[src/rtl/sspfp_pkg.sv]
// Package for the serial frame port: frame layout, modes, counts
// Assumes a single system clock domain; link pins are sampled in the block
package sspfp_pkg;
    // ==========================================
    // Frame layout
    localparam int SSPFP_FRAME_BITS = 32; // Bits per frame
    localparam int SSPFP_ADDR_LSB = 0; // Address field low bit
    localparam int SSPFP_ADDR_MSB = 6; // Address field high bit
    localparam int SSPFP_RW_BIT = 7; // Access kind bit
    localparam int SSPFP_DATA_LSB = 8; // Data field low bit
    localparam int SSPFP_DATA_MSB = 23; // Data field high bit
    localparam logic [5:0] SSPFP_CNT_FULL = 6'h20; // Edge count of a whole frame
    localparam logic [5:0] SSPFP_CNT_RST = 6'h00; // Edge count after reset
    localparam logic [31:0] SSPFP_WORD_RST = 32'h00000000; // Word value after reset
    localparam int SSPFP_FIFO_DEPTH = 4; // Received frame buffer depth
    // ==========================================
    // Device modes
    typedef enum logic [2:0] {
        SSPFP_MODE_INIT,
        SSPFP_MODE_NORMAL,
        SSPFP_MODE_STOP,
        SSPFP_MODE_SLEEP,
        SSPFP_MODE_RESTART,
        SSPFP_MODE_FAILSAFE
    } sspfp_mode_t;
    // ==========================================
    // Decoded received frame
    typedef struct packed {
        logic [7:0] spare; // Bits 31..24
        logic [15:0] data; // Bits 23..8
        logic access; // Bit 7
        logic [6:0] addr; // Bits 6..0
    } sspfp_frame_t;
endpackage

[src/rtl/sspfp_fifo.sv]
// Small synchronous FIFO for received frames
// Assumes one clock, synchronous active-low reset and a clock enable
`timescale 1ns/1ps
module sspfp_fifo
    import sspfp_pkg::*;
#(
    parameter int WIDTH = 32, // Word width
    parameter int DEPTH = 4 // Entries, power of two
) (
    input wire logic clk_sys, // System clock
    input wire logic rst_n, // Synchronous reset, low active
    input wire logic clkEn, // Freezes state when low
    input wire logic [WIDTH-1:0] inData, // Write word
    input wire logic inValid, // Write request
    output logic inReady, // Room available
    output logic [WIDTH-1:0] outData, // Head word, registered
    output logic outValid, // Head valid
    input wire logic outReady // Consumer takes head
);
    localparam int AW = $clog2(DEPTH);
    localparam logic [AW+1:0] FULL_CNT = (AW+2)'(DEPTH); // Words held when full
    // ==========================================
    // Storage and pointers
    logic [WIDTH-1:0] mem [DEPTH]; // Word store
    logic [AW:0] wrPtr_reg, wrPtr_next; // Write pointer with wrap bit
    logic [AW:0] rdPtr_reg, rdPtr_next; // Read pointer with wrap bit
    logic [WIDTH-1:0] outData_reg, outData_next; // Registered head
    logic outValid_reg, outValid_next; // Head holds a word
    logic doWr; // Write accepted
    logic doLoad; // Head refill
    logic memEmpty; // No word left in store
    logic [AW+1:0] used; // Words held, head register included
    assign memEmpty = (wrPtr_reg == rdPtr_reg);
    // Head register counts as an entry so the whole buffer holds DEPTH words
    assign used = {1'b0, wrPtr_reg - rdPtr_reg} + {{(AW+1){1'b0}}, outValid_reg};
    assign inReady = (used < FULL_CNT);
    assign doWr = inValid && inReady;
    assign doLoad = !memEmpty && (!outValid_reg || outReady);
    // Next pointer and head values
    always_comb begin
        wrPtr_next = wrPtr_reg;
        rdPtr_next = rdPtr_reg;
        outData_next = outData_reg;
        outValid_next = outValid_reg;
        if (doWr) begin
            wrPtr_next = wrPtr_reg + 1'b1;
        end
        if (doLoad) begin
            outData_next = mem[rdPtr_reg[AW-1:0]];
            rdPtr_next = rdPtr_reg + 1'b1;
            outValid_next = 1'b1;
        end else if (outReady) begin
            outValid_next = 1'b0;
        end
    end
    // Register state
    always_ff @(posedge clk_sys) begin
        if (!rst_n) begin
            wrPtr_reg <= '0;
            rdPtr_reg <= '0;
            outData_reg <= '0;
            outValid_reg <= 1'b0;
        end else if (clkEn) begin
            wrPtr_reg <= wrPtr_next;
            rdPtr_reg <= rdPtr_next;
            outData_reg <= outData_next;
            outValid_reg <= outValid_next;
        end
    end
    // Store words, no reset needed
    always_ff @(posedge clk_sys) begin
        if (clkEn && doWr) begin
            mem[wrPtr_reg[AW-1:0]] <= inData;
        end
    end
    assign outData = outData_reg;
    assign outValid = outValid_reg;
endmodule

[src/rtl/sspfp_port.sv]
// Serial frame target port: 32-bit full-duplex frames, MSB first
// Assumes link pins come from outside and are synchronised here;
// the link clock is much slower than clk_sys (at least 4 samples per phase)
`timescale 1ns/1ps
module sspfp_port
    import sspfp_pkg::*;
(
    input wire logic clk_sys, // System clock, 20 MHz
    input wire logic rst_n, // Synchronous reset, low active
    input wire logic clkEn, // Freezes state when low
    input wire sspfp_mode_t devMode, // Current device mode
    input wire logic chip_select_low_n, // Select pin, low active
    input wire logic serClk, // Serial clock pin from master
    input wire logic serIn, // Serial data in pin
    output logic serOut, // Serial data out
    output logic serOutEn, // High while driving serOut
    input wire logic [31:0] txWord, // Response word for next frame
    output logic txTaken, // Pulse: txWord latched at frame start
    output sspfp_frame_t rxFrame, // Received frame head
    output logic rxValid, // Received frame available
    input wire logic rxReady, // Consumer takes frame
    output logic frameErr, // Pulse: bad edge count, frame dropped
    output logic frameDrop // Pulse: good frame lost to full buffer
);
    // ==========================================
    // Pin synchronisers
    logic [2:0] syncA_reg, syncA_next; // First stage: select, clock, data
    logic [2:0] syncB_reg, syncB_next; // Second stage
    logic selLow; // Synced select active
    logic sclk; // Synced clock
    logic sdi; // Synced data
    assign selLow = !syncB_reg[2];
    assign sclk = syncB_reg[1];
    assign sdi = syncB_reg[0];
    // Two-stage capture of the pins
    always_comb begin
        syncA_next = {chip_select_low_n, serClk, serIn};
        syncB_next = syncA_reg;
    end
    always_ff @(posedge clk_sys) begin
        if (!rst_n) begin
            // Select high, clock at its idle low: no false edge after reset
            syncA_reg <= 3'h5;
            syncB_reg <= 3'h5;
        end else if (clkEn) begin
            syncA_reg <= syncA_next;
            syncB_reg <= syncB_next;
        end
    end
    // ==========================================
    // Frame engine
    typedef enum logic [0:0] {SSPFP_IDLE, SSPFP_SHIFT} sspfp_state_t;
    sspfp_state_t state_reg, state_next; // Frame state
    logic selPrev_reg, selPrev_next; // Select last cycle
    logic clkPrev_reg, clkPrev_next; // Clock last cycle
    logic [31:0] rxShift_reg, rxShift_next; // Receive shifter
    logic [31:0] txShift_reg, txShift_next; // Transmit shifter
    logic [5:0] fallCnt_reg, fallCnt_next; // Falling edges this frame
    logic [5:0] riseCnt_reg, riseCnt_next; // Rising edges this frame
    logic serOut_reg, serOut_next; // Output bit
    logic serOutEn_reg, serOutEn_next; // Output drive
    logic txTaken_reg, txTaken_next; // Response latch pulse
    logic push_reg, push_next; // Frame push pulse
    logic [31:0] pushWord_reg, pushWord_next; // Frame to buffer
    logic frameErr_reg, frameErr_next; // Error pulse
    logic frameDrop_reg, frameDrop_next; // Drop pulse
    logic portOn; // Mode lets port run
    logic fallEdge; // Clock fell
    logic riseEdge; // Clock rose
    logic fifoReady; // Buffer has room
    logic countOk; // Edge count is whole frame
    assign portOn = (devMode == SSPFP_MODE_INIT) || (devMode == SSPFP_MODE_NORMAL)
        || (devMode == SSPFP_MODE_STOP);
    assign fallEdge = clkPrev_reg && !sclk;
    assign riseEdge = !clkPrev_reg && sclk;
    // Idle-low clock: every fall has its own rise, so a whole frame is 32 of each
    assign countOk = (fallCnt_reg == SSPFP_CNT_FULL) && (riseCnt_reg == SSPFP_CNT_FULL);
    // Next frame state
    always_comb begin
        state_next = state_reg;
        selPrev_next = selLow;
        clkPrev_next = sclk;
        rxShift_next = rxShift_reg;
        txShift_next = txShift_reg;
        fallCnt_next = fallCnt_reg;
        riseCnt_next = riseCnt_reg;
        serOut_next = serOut_reg;
        serOutEn_next = serOutEn_reg;
        txTaken_next = 1'b0;
        push_next = 1'b0;
        pushWord_next = pushWord_reg;
        frameErr_next = 1'b0;
        frameDrop_next = 1'b0;
        case (state_reg)
            SSPFP_IDLE: begin
                serOutEn_next = 1'b0;
                if (portOn && selLow && !selPrev_reg) begin
                    // Select fell: start frame, load response MSB first
                    state_next = SSPFP_SHIFT;
                    txShift_next = {txWord[30:0], 1'b0};
                    serOut_next = txWord[31];
                    serOutEn_next = 1'b1;
                    txTaken_next = 1'b1;
                    fallCnt_next = SSPFP_CNT_RST;
                    riseCnt_next = SSPFP_CNT_RST;
                end
            end
            SSPFP_SHIFT: begin
                if (!portOn) begin
                    // Mode left: abandon frame silently
                    state_next = SSPFP_IDLE;
                    serOutEn_next = 1'b0;
                end else if (!selLow) begin
                    // Select rose: release output, judge word
                    state_next = SSPFP_IDLE;
                    serOutEn_next = 1'b0;
                    if (countOk) begin
                        push_next = fifoReady;
                        frameDrop_next = !fifoReady;
                        pushWord_next = rxShift_reg;
                    end else if (fallCnt_reg != SSPFP_CNT_RST || riseCnt_reg != SSPFP_CNT_RST) begin
                        frameErr_next = 1'b1;
                    end
                end else begin
                    if (fallEdge) begin
                        // Sample input bit, own bits only
                        rxShift_next = {rxShift_reg[30:0], sdi};
                        if (fallCnt_reg != 6'h3F) begin
                            fallCnt_next = fallCnt_reg + 6'h1;
                        end
                    end
                    if (riseEdge) begin
                        // Present next response bit
                        serOut_next = txShift_reg[31];
                        txShift_next = {txShift_reg[30:0], 1'b0};
                        if (riseCnt_reg != 6'h3F) begin
                            riseCnt_next = riseCnt_reg + 6'h1;
                        end
                    end
                end
            end
            default: begin
                state_next = SSPFP_IDLE;
                serOutEn_next = 1'b0;
            end
        endcase
    end
    // Register frame state
    always_ff @(posedge clk_sys) begin
        if (!rst_n) begin
            state_reg <= SSPFP_IDLE;
            selPrev_reg <= 1'b0;
            clkPrev_reg <= 1'b0;
            rxShift_reg <= SSPFP_WORD_RST;
            txShift_reg <= SSPFP_WORD_RST;
            fallCnt_reg <= SSPFP_CNT_RST;
            riseCnt_reg <= SSPFP_CNT_RST;
            serOut_reg <= 1'b0;
            serOutEn_reg <= 1'b0;
            txTaken_reg <= 1'b0;
            push_reg <= 1'b0;
            pushWord_reg <= SSPFP_WORD_RST;
            frameErr_reg <= 1'b0;
            frameDrop_reg <= 1'b0;
        end else if (clkEn) begin
            state_reg <= state_next;
            selPrev_reg <= selPrev_next;
            clkPrev_reg <= clkPrev_next;
            rxShift_reg <= rxShift_next;
            txShift_reg <= txShift_next;
            fallCnt_reg <= fallCnt_next;
            riseCnt_reg <= riseCnt_next;
            serOut_reg <= serOut_next;
            serOutEn_reg <= serOutEn_next;
            txTaken_reg <= txTaken_next;
            push_reg <= push_next;
            pushWord_reg <= pushWord_next;
            frameErr_reg <= frameErr_next;
            frameDrop_reg <= frameDrop_next;
        end
    end
    // ==========================================
    // Received frame buffer
    logic [31:0] headWord; // Buffer head
    sspfp_fifo #(.WIDTH(SSPFP_FRAME_BITS), .DEPTH(SSPFP_FIFO_DEPTH)) uFifo (
        .clk_sys(clk_sys),
        .rst_n(rst_n),
        .clkEn(clkEn),
        .inData(pushWord_reg),
        .inValid(push_reg),
        .inReady(fifoReady),
        .outData(headWord),
        .outValid(rxValid),
        .outReady(rxReady)
    );
    assign rxFrame = sspfp_frame_t'(headWord);
    assign serOut = serOut_reg;
    assign serOutEn = serOutEn_reg;
    assign txTaken = txTaken_reg;
    assign frameErr = frameErr_reg;
    assign frameDrop = frameDrop_reg;
endmodule

[config.mk]
export PLATFORM = sky130hd
export DESIGN_NAME = sspfp_port
export DESIGN_NICKNAME = d
export VERILOG_FILES = /design/src/rtl/sspfp_pkg.sv /design/src/rtl/sspfp_fifo.sv /design/src/rtl/sspfp_port.sv
export SDC_FILE = /design/constraint.sdc
export NUM_CORES = 1
export LEC_CHECK = 0
export BUFFER_PORTS_ARGS = -buffer_cell sky130_fd_sc_hd__buf_2
export CORE_MARGIN = 10
export CORE_UTILIZATION = 45
export CTS_CLUSTER_DIAMETER = 30
export CTS_CLUSTER_SIZE = 14
export DETAILED_ROUTE_END_ITERATION = 10
export PLACE_DENSITY = 0.69
export SLEW_MARGIN = 20
export SYNTH_ARGS = -nofsm -noshare
export SYNTH_HDL_FRONTEND = slang
export SYNTH_SLANG_ARGS = --single-unit
[constraint.sdc]
create_clock -name clk_sys -period 4.9 [get_ports clk_sys]
set_clock_uncertainty 0.1 [all_clocks]
set_input_delay 0.98 -clock clk_sys [delete_from_list [all_inputs] [get_ports clk_sys]]
set_output_delay 0.98 -clock clk_sys [all_outputs]
set_load 0.005 [all_outputs]
Word-level counts from Yosys, hierarchy flattened
Memories as Yosys holds them, arrays and structs flattened. A register that Yosys moved wholly into a read port is not among the register bits. Index checks and enable logic that the tools add are counted.

Logic and storage cells: 123. Memories kept: 1. Memory bits (writable): 128. Output and inout bits: 38. Input bits: 42. Bits in registers: 130.

Magnitude comparators: 1. Multiplexer cells: 46. Bitwise gates (word level): 2. Eq/ne operators: 15. Reductions and logical operators: 33. Add/subtract/negate cells: 6.

Memories: uFifo.mem (words 4, width 32, rd ports 1, clocked after memory_dff 1, wr ports 1, RTL line sspfp_fifo.sv:24) `logic [WIDTH-1:0] mem [DEPTH];`.

Operators with widths (count): $mux W32 (4); $pmux W32 S2 (1); $mux W6 (9); $mux W1 (27); $pmux W6 S2 (2); $reduce_and A5 Y1 (3); $add A6 B1 Y6 const B (2); $eq A6 B6 Y1 const B (2); $ne A6 B6 Y1 const B (2); $reduce_and A6 Y1 (2); $reduce_bool A6 Y1 (2); $ne A2 B1 Y1 const B (5); $logic_and A1 B1 Y1 (8); $logic_not A1 Y1 (8); $reduce_and A2 Y1 (4); $add A3 B1 Y3 const B (2); $pmux W1 S2 (3); $add A3 B1 Y4 (1); $logic_or A1 B1 Y1 (4); $lt A4 B3 Y1 const B (1); $ne A2 B2 Y1 const B (2); $eq A3 B1 Y1 const B (1); $eq A3 B2 Y1 const B (1); $eq A3 B3 Y1 (1); 5 further kinds (6).

Longest topological paths before layout
Gate-level depths: netlist (run 1).

Word-level depth: 8. Mapped depth: 9. Depth with buffers taken out: 8.

Modules after synthesis
A second synthesis (run 1) with hierarchy kept.

Cell total of the unflattened synthesis: 938. Area, all modules: 11317.1 um^2.

Modules (own cells, without submodules): sspfp_fifo (instances 1, seq. area each 4624.4 um^2, area an instance 6284.8 um^2, cells an instance 357); sspfp_port (instances 1, seq. area each 2442.3 um^2, area an instance 5032.3 um^2, cells an instance 581).

Least setup slack after synthesis (run 1)
Ideal clock, no wire load.

Kind: reg-to-reg. From: reg uFifo.rdPtr_reg[1]. To: mem uFifo.mem[3][0], enable pin. Clock period less this slack: 4.589 ns. Data required time: 4.334 ns. Arrival: 4.023 ns. Slack: 0.311 ns. Cell stages (with the launch flop): 7. Path through: dfxtp_1 > clkbuf_1 > clkbuf_1 > inv_1 > fa_1 > xnor3_1 > nor3_1.

Word-level cells in the longest chain between the ends: 7.

Ends and longest elaborated chain: start: declaration (RTL line sspfp_fifo.sv:26) `logic [AW:0] rdPtr_reg, rdPtr_next;`; start signal: assignment (RTL line sspfp_fifo.sv:65) `rdPtr_reg <= rdPtr_next;`; $sub A3 B3 Y3 (RTL line sspfp_fifo.sv:35) `assign used = {1'b0, wrPtr_reg - rdPtr_reg} + {{(AW+1){1'b0}}, outValid_reg};`; $add A3 B1 Y4 (RTL line sspfp_fifo.sv:35); $lt A4 B3 Y1 (RTL line sspfp_fifo.sv:36) `assign inReady = (used < FULL_CNT);`; $logic_and A1 B1 Y1 (RTL line sspfp_fifo.sv:37) `assign doWr = inValid && inReady;`; $logic_and A1 B1 Y1 (RTL line sspfp_fifo.sv:72) `if (clkEn && doWr) begin`; $mux W1 (RTL line sspfp_fifo.sv:72); $mux W1 (implied by the code) (RTL line sspfp_fifo.sv:73) `mem[wrPtr_reg[AW-1:0]] <= inData;`; end: declaration (RTL line sspfp_fifo.sv:24).

No other way between the ends.

Worst setup path in the final report (run 1)
From: reg uFifo.rdPtr_reg[1]. To: mem uFifo.mem[1][8], enable pin.

Same word-level chain as after synthesis.

==> results of run 1 <==
routing by layer:
metal  routed length, um  vias up  GRT usage
met5                   0        -          0
met1               10200     3533      0.182
li1                    -     3616          -
met2               11600      196      0.256
met4                 357        0     0.0508
met3                1460       30     0.0371
cell families (layout without fill, tap and decap cells):
group	Yosys count	count (layout)	share of synthesized area
simple gates	267	267	0.109
flops	289	289	0.635
buf+inv	84	213	0.0291
compound gates	203	203	0.106
mux	72	72	0.101
fa+ha+maj	12	12	0.0142
xor+xnor	6	6	0.00596
worst max-delay path, stage by stage (launching register included):
cell and delay (ns):
dfxtp_1 0.30, buf_4 0.44, inv_1 0.17, fa_1 0.45, xnor3_1 0.25, nor3_1 0.50, and2_1 0.20, buf_4 0.45
power groups by stage:
stage	registers, mW	logic, mW	clock network, mW
floorplan	2.56	0.0624	0
global placement	2.56	0.0924	0
detailed placement	2.56	0.0933	0
CTS	2.51	0.0935	4.14
global route	2.51	0.104	4.26
finish	2.51	0.0932	4.08
metrics by stage:
stage | area (um2) | hold slack, ns | power (mW) | setup WS (ns)
floorplan | 11100 | 0.331 | 2.62 | 0.311
global placement | 11800 | 0.347 | 2.65 | 1.71
detailed placement | 11800 | 0.356 | 2.65 | 1.64
CTS | 13800 | 0.347 | 6.74 | 1.58
global route | 13900 | 0.379 | 6.87 | 1.36
finish | 13900 | 0.357 | 6.69 | 1.61
final timing paths:
path                                                 startpoint                           end  slack, ns  depth (start not counted)
worst min register to register     rxShift_reg[11]$_SDFFE_PN0P_  rxShift_reg[12]$_SDFFE_PN0P_       0.36                          2
worst min-delay path               rxShift_reg[11]$_SDFFE_PN0P_  rxShift_reg[12]$_SDFFE_PN0P_       0.36                          2
worst max-delay path            uFifo.rdPtr_reg[1]$_SDFFE_PN0P_     uFifo.mem[1][8]$_DFFE_PP_       1.61                          7
worst max register to register  uFifo.rdPtr_reg[1]$_SDFFE_PN0P_     uFifo.mem[1][8]$_DFFE_PP_       1.61                          7
layout make-up:
class | instances | area [um2]
inverter | 12 | 45.0
multi-input combinational | 560 | 3750
sequential | 289 | 7070
fill | 1972 | 10500
clock buffer | 60 | 1420
timing repair buffer | 97 | 543
clock inverter | 44 | 634
tap | 324 | 405
synth_stat cells, types with 2 or more instances:
cell type	n	share of area
nor2_1	46	0.016
and4_1	2	0.0016
xnor2_1	3	0.0024
and3b_1	2	0.0016
o21a_1	3	0.0020
dfxtp_1	161	0.29
nand3_1	78	0.035
buf_1	5	0.0017
and3_1	2	0.0011
a211oi_1	34	0.023
edfxtp_1	128	0.35
xor2_1	2	0.0016
a21oi_1	77	0.035
nand4_1	2	0.0011
or4_1	3	0.0020
and2_1	4	0.0022
mux4_2	32	0.065
clkbuf_1	60	0.020
mux2i_1	40	0.036
o211ai_1	2	0.0013
or3_1	2	0.0011
o31ai_1	3	0.0020
inv_1	12	0.0040
o21ai_0	70	0.031
ha_1	11	0.012
nor3_1	4	0.0018
buf_2	7	0.0031
nand2_1	111	0.037
nor2b_1	4	0.0022
==> results.rst, run 1 <==
.. list-table::
   :header-rows: 1

   * - Metric
     - Value
   * - Result of the run
     - finished clean
   * - Internal power consumption
     - 5.30 mW
   * - Portion of total power attributed to the clock network
     - 0.610
   * - Number of flip-flops under the largest register name
     - 128
   * - Top FF cell, synth
     - dfxtp_1
   * - Fraction of synthesis flops using an asynchronous set or reset pin
     - 0
   * - Routed vias/inst
     - 5.32
   * - Number of nets produced by synthesis
     - 987
   * - Clock transition at the register clock pins on the worst setup and hold paths after CTS
     - about 0.050 ns
   * - Global route total overflow
     - 0
   * - Crit start category
     - flop
   * - Core Area
     - 24300 um2
   * - Top Ports
     - 80
   * - Setup bufs post-CTS
     - 0
   * - Total number of nets in the final design
     - between 1k and 1.5k
   * - Iter 0 DRT Violations
     - 432
   * - Area of the die
     - 31400 um2
   * - CP Max Fanout
     - 35
   * - Setup TNS
     - 0 ns
   * - Initial antenna violation count
     - 0
   * - Sw power
     - 1.39 mW
   * - Count of max-cap constraint violations
     - 0
   * - Clk sinks
     - roughly 290
   * - IR drop worst, VDD
     - between 200 and 300 uV
   * - Post-synth EDFFs
     - 128
   * - Routed Antenna Nets
     - 0
   * - Relative area change from synthesis to final layout
     - 24.7%
   * - #FFs+latches synth
     - 289
   * - Width of the chip
     - ~180 um
   * - Num rows
     - 57
   * - Post-detail-place hpwl
     - 13.0 mm
   * - Synth cell types
     - 52
   * - Minimum period implied by the final worst setup slack
     - 3.29 ns
   * - Fraction of the yosys area taken by sequential cells
     - 0.635
   * - Slew at the pin with the worst max-slew slack
     - 0.859 ns
   * - Overall Global Routing Usage
     - 0.150
   * - Total standard cell area after synthesis
     - 11100 um2
   * - Critical path data required time
     - 4.97 ns
   * - Share of the clock period used by the worst path after layout
     - 0.670
   * - CTS Buf Count
     - 55
   * - Post-cts sizing count
     - 0
   * - Startpoint-to-endpoint class of the critical path
     - reg -> reg
   * - Worst EP arrival
     - 3.35 ns
   * - Pin count of the biggest net entering global routing
     - 70
   * - Post-synthesis average cell area
     - 11.9 um2
   * - Leading cell type in the layout, fill and taps excluded
     - dfxtp_1
   * - Via count of the routed design
     - roughly 7.4k
   * - Buffer depth of the longest clock path
     - 3
   * - Final core utilization
     - 0.570
   * - Remaining routing DRC violations
     - 0
   * - Post-cts hold buffer count
     - 0
   * - Via count of the first global-routing pass
     - 7653
   * - Kind of end point of the critical path
     - flop
   * - Count of input and output buffers
     - 79
   * - Y dimension of the die
     - 177 um
   * - Finished Layout Cells
     - 1386
   * - Pwr/cell area
     - 482 nW/um2
   * - Setup repair after global routing missed its margin
     - false
   * - Fraction of power spent switching nets
     - 0.207
   * - # diodes
     - 0
   * - Max_slew headroom
     - 0.427
   * - Overall routed net length
     - 23.6 mm
   * - Wire length of the first global-routing pass
     - about 39 mm
   * - Leakage power
     - 5.08 nW
   * - Part of the power in registers
     - 0.376
   * - Starting density of the core
     - 0.457
   * - Max Transition Viols Final
     - 0
   * - Post-detailed-route wirelength per cell
     - 17.0 um
   * - Post-placement cell count
     - 1281
   * - Clock tree from TritonCTS
     - built
   * - Gpl congestion
     - approximately 0.75
   * - H-Tree Level Count
     - 2
   * - Cell at the root of the clock tree
     - clkbuf_16
   * - Comb power frac
     - 0.014
   * - Tightest Hold Check Type
     - reg -> reg
   * - Final number of setup-violating endpoints
     - 0
   * - Yosys warns
     - 0
   * - Count of endpoints failing hold in the final timing report
     - 0
   * - Number of cells produced by synthesis
     - 933
   * - Detailed-routing iteration count for the pre-antenna-repair pass
     - 5
   * - Maximum clock frequency
     - 304 MHz
   * - Share of post-route cells with drive strength above 1
     - 0.225
   * - Commonest non-fill, non-tap cells in the layout
     - 159 x dfxtp_1, 128 x edfxtp_1, 111 x nand2_1
   * - Worst skew pair latency
     - 0.57 ns
No activity file was read; power rests on OpenSTA's default activity.
==> inputs of run 2 (changes only) <==
--- a/config.mk
+++ b/config.mk
@@ -11,7 +11,7 @@
 export CTS_CLUSTER_DIAMETER = 30
 export CTS_CLUSTER_SIZE = 14
 export DETAILED_ROUTE_END_ITERATION = 10
-export PLACE_DENSITY = 0.69
+export PLACE_DENSITY = 0.66
 export SLEW_MARGIN = 20
 export SYNTH_ARGS = -nofsm -noshare
 export SYNTH_HDL_FRONTEND = slang
==> constraint.sdc (replaced) <==
create_clock -name clk_sys -period 3.2 [get_ports clk_sys]
set_clock_uncertainty 0.1 [all_clocks]
set_input_delay 0.64 -clock clk_sys [delete_from_list [all_inputs] [get_ports clk_sys]]
set_output_delay 0.64 -clock clk_sys [all_outputs]
set_load 0.005 [all_outputs]
==> run 2 against run 1 <==
Core utilization decreased by 0.88 points; sequential power increased by 53%; worst setup slack got worse by 1.2 ns; power increased by 41%; final cell count decreased by 0.36%; fmax increased by 19%; sequential share of layout area increased by 0.80 points; combinational power increased by 49%; clock power increased by 34%; largest cell class unchanged; largest power group unchanged; highest routed layer unchanged.
==> results.rst, run 2 (same netlist as run 1, synthesis figures left out) <==
.. list-table::
   :header-rows: 1

   * - Metric
     - Value
   * - Slew at the pin with the worst max-slew slack
     - about 0.67 ns
   * - Maximum clock frequency
     - between 300 and 400 MHz
   * - Crit start category
     - flop
   * - Place WS
     - 0.451 ns
   * - Cell at the root of the clock tree
     - clkbuf_16
   * - Final instance area
     - 13700 um2
   * - Minimum period implied by the final worst setup slack
     - 2.77 ns
   * - Leading cell type in the layout, fill and taps excluded
     - dfxtp_1
   * - Commonest non-fill, non-tap cells in the layout
     - 159 x dfxtp_1, 128 x edfxtp_1, 111 x nand2_1
   * - Post-detail-place hpwl
     - approximately 14 mm
   * - Pin count of the biggest net entering global routing
     - 80
   * - Logic depth of the worst register-to-register path
     - 9
   * - Via count of the routed design
     - between 7k and 8k
   * - Top Ports
     - 80
   * - Worst Hold Margin
     - between 0.2 and 0.25 ns
   * - Pwr Total
     - 9.44 mW
   * - Max Transition Viols Final
     - 0
   * - Detailed-routing iteration count for the pre-antenna-repair pass
     - 6
   * - Clock transition at the register clock pins on the worst setup and hold paths after CTS
     - ~0.050 ns
   * - Buffer depth of the longest clock path
     - 3
   * - Reg2reg end
     - uFifo.mem[2][7]$_DFFE_PP_
   * - IR drop worst, VDD
     - roughly 420 uV
   * - Share of the clock period used by the worst path after layout
     - 0.866
   * - Startpoint of the most critical setup path
     - uFifo.wrPtr_reg[0]$_SDFFE_PN0N_
   * - Relative area change from synthesis to final layout
     - 22.7%
   * - Number of flip-flops under the largest register name
     - 128
   * - Kind of end point of the critical path
     - flop
   * - Setup TNS
     - 0 ns
   * - Setup bufs post-CTS
     - 0
   * - Core Area
     - roughly 24000 um2
   * - Setup repair after global routing missed its margin
     - false
   * - Final core utilization
     - 0.561
   * - Global route total overflow
     - 0
   * - # diodes
     - 0
   * - Share of post-route cells with drive strength above 1
     - 0.219
   * - Critical path data required time
     - 3.26 ns
   * - Count of endpoints failing hold in the final timing report
     - 0
   * - Leakage power
     - 5.00 nW
   * - Wire length of the first global-routing pass
     - roughly 38 mm
   * - Post-detailed-route wirelength per cell
     - between 15 and 20 um
   * - Worst R2R Start
     - uFifo.wrPtr_reg[0]$_SDFFE_PN0N_
   * - Routed vias/inst
     - 5.26
   * - Clock tree from TritonCTS
     - built
   * - Pwr/cell area
     - 692 nW/um2
   * - Startpoint-to-endpoint class of the critical path
     - reg -> reg
   * - Post-detailed-placement cell area
     - 11900 um2
   * - Post-cts sizing count
     - 0
   * - Result of the run
     - finished clean
   * - Total number of nets in the final design
     - 1068
   * - Flop-to-flop setup slack
     - 0.43 ns
   * - H-Tree Level Count
     - 2
   * - Gpl congestion
     - ~0.76
   * - Width of the chip
     - 177 um
   * - CTS Buf Count
     - 52
   * - Count of input and output buffers
     - 79
   * - Initial antenna violation count
     - 0
   * - Routed Antenna Nets
     - 0
   * - Overall routed net length
     - approximately 23 mm
   * - Final number of setup-violating endpoints
     - 0
   * - Tightest Hold Check Type
     - in -> reg
   * - Num rows
     - 57
   * - Worst skew pair latency
     - 0.53 ns
   * - Starting density of the core
     - 0.457
   * - Crit path capture
     - uFifo.mem[2][7]$_DFFE_PP_
   * - Min setup slack post-route
     - 0.429 ns
   * - CP Max Fanout
     - 32
   * - Via count of the first global-routing pass
     - between 7k and 8k
   * - Count of max-cap constraint violations
     - 0
   * - Area of the die
     - approximately 31000 um2
   * - Post-placement cell count
     - 1284
   * - Finished Layout Cells
     - 1381
   * - Max_slew headroom
     - 0.555
   * - Fill count
     - between 1.5k and 2k
   * - Remaining routing DRC violations
     - 0
   * - Post-cts hold buffer count
     - 0
   * - Overall Global Routing Usage
     - 0.145
   * - Y dimension of the die
     - between 150 and 200 um
   * - Clk sinks
     - 289
   * - Iter 0 DRT Violations
     - ~500
   * - Worst EP arrival
     - around 2.8 ns
[run 2: cell types whose count changed in the layout (fill, tap and decap cells not counted), moves of 2 or more]
cell	previous run	this run
clkinvlp_4	6	1
inv_6	9	5
clkinv_4	4	2
and2_2	0	3
clkinv_1	1	6
and2_1	4	1
clkinv_2	9	14
bufinv_16	12	5
clkbuf_8	0	5
buf_12	1	3
[run 2: cell type report]
| type | count | area, um2 | share of cell area |
|---|---|---|---|
| timing repair buffer | 99 | 583 | 0.0427 |
| tap | 324 | 405 | 0.0297 |
| clock buffer | 65 | 1490 | 0.109 |
| clock inverter | 32 | 307 | 0.0225 |
| inverter | 12 | 46.3 | 0.00339 |
| sequential | 289 | 7070 | 0.518 |
| multi-input combinational | 560 | 3750 | 0.275 |
[run 2: worst max-delay path, cell delays in order, from the launching register on]
cell     delay, ns
dfxtp_1       0.39
inv_1         0.10
ha_1          0.19
inv_1         0.07
fa_1          0.40
and3b_1       0.24
nor3_1        0.18
buf_4         0.18
and2_2        0.13
buf_4         0.40
[run 2: worst min path at each step]
| stage | startpoint | end | slack (ns) | cells past startpoint |
|---|---|---|---|---|
| after floorplan | syncB_reg[0]$_SDFFE_PN1P_ | rxShift_reg[0]$_SDFFE_PN0P_ | 0.33 | 2 |
| after global placement | uFifo.outData[27]$_SDFFE_PN0P_ | uFifo.outData[27]$_SDFFE_PN0P_ | 0.35 | 2 |
| after detailed placement | frameDrop$_SDFFE_PN0P_ | frameDrop$_SDFFE_PN0P_ | 0.36 | 2 |
| after CTS | serIn | syncA_reg[0]$_SDFFE_PN1P_ | 0.22 | 3 |
| after global routing | serIn | syncA_reg[0]$_SDFFE_PN1P_ | 0.23 | 3 |
| final | serIn | syncA_reg[0]$_SDFFE_PN1P_ | 0.23 | 3 |
[run 2: metal layers]
| layer | track usage | routed length [um] |
|---|---|---|
| met5 | 0 | 0 |
| met2 | 0.224 | 10300 |
| met3 | 0.0373 | 1380 |
| met4 | 0.0364 | 267 |
| met1 | 0.198 | 10600 |
[run 2: power by group]
group	internal (mW)	leakage [nW]	switching [mW]	total, mW
Combinational	0.0543	1.31	0.0851	0.139
Sequential	3.84	2.79	0.0111	3.85
Clock	3.68	0.893	1.77	5.45
Total	7.57	5.00	1.87	9.44
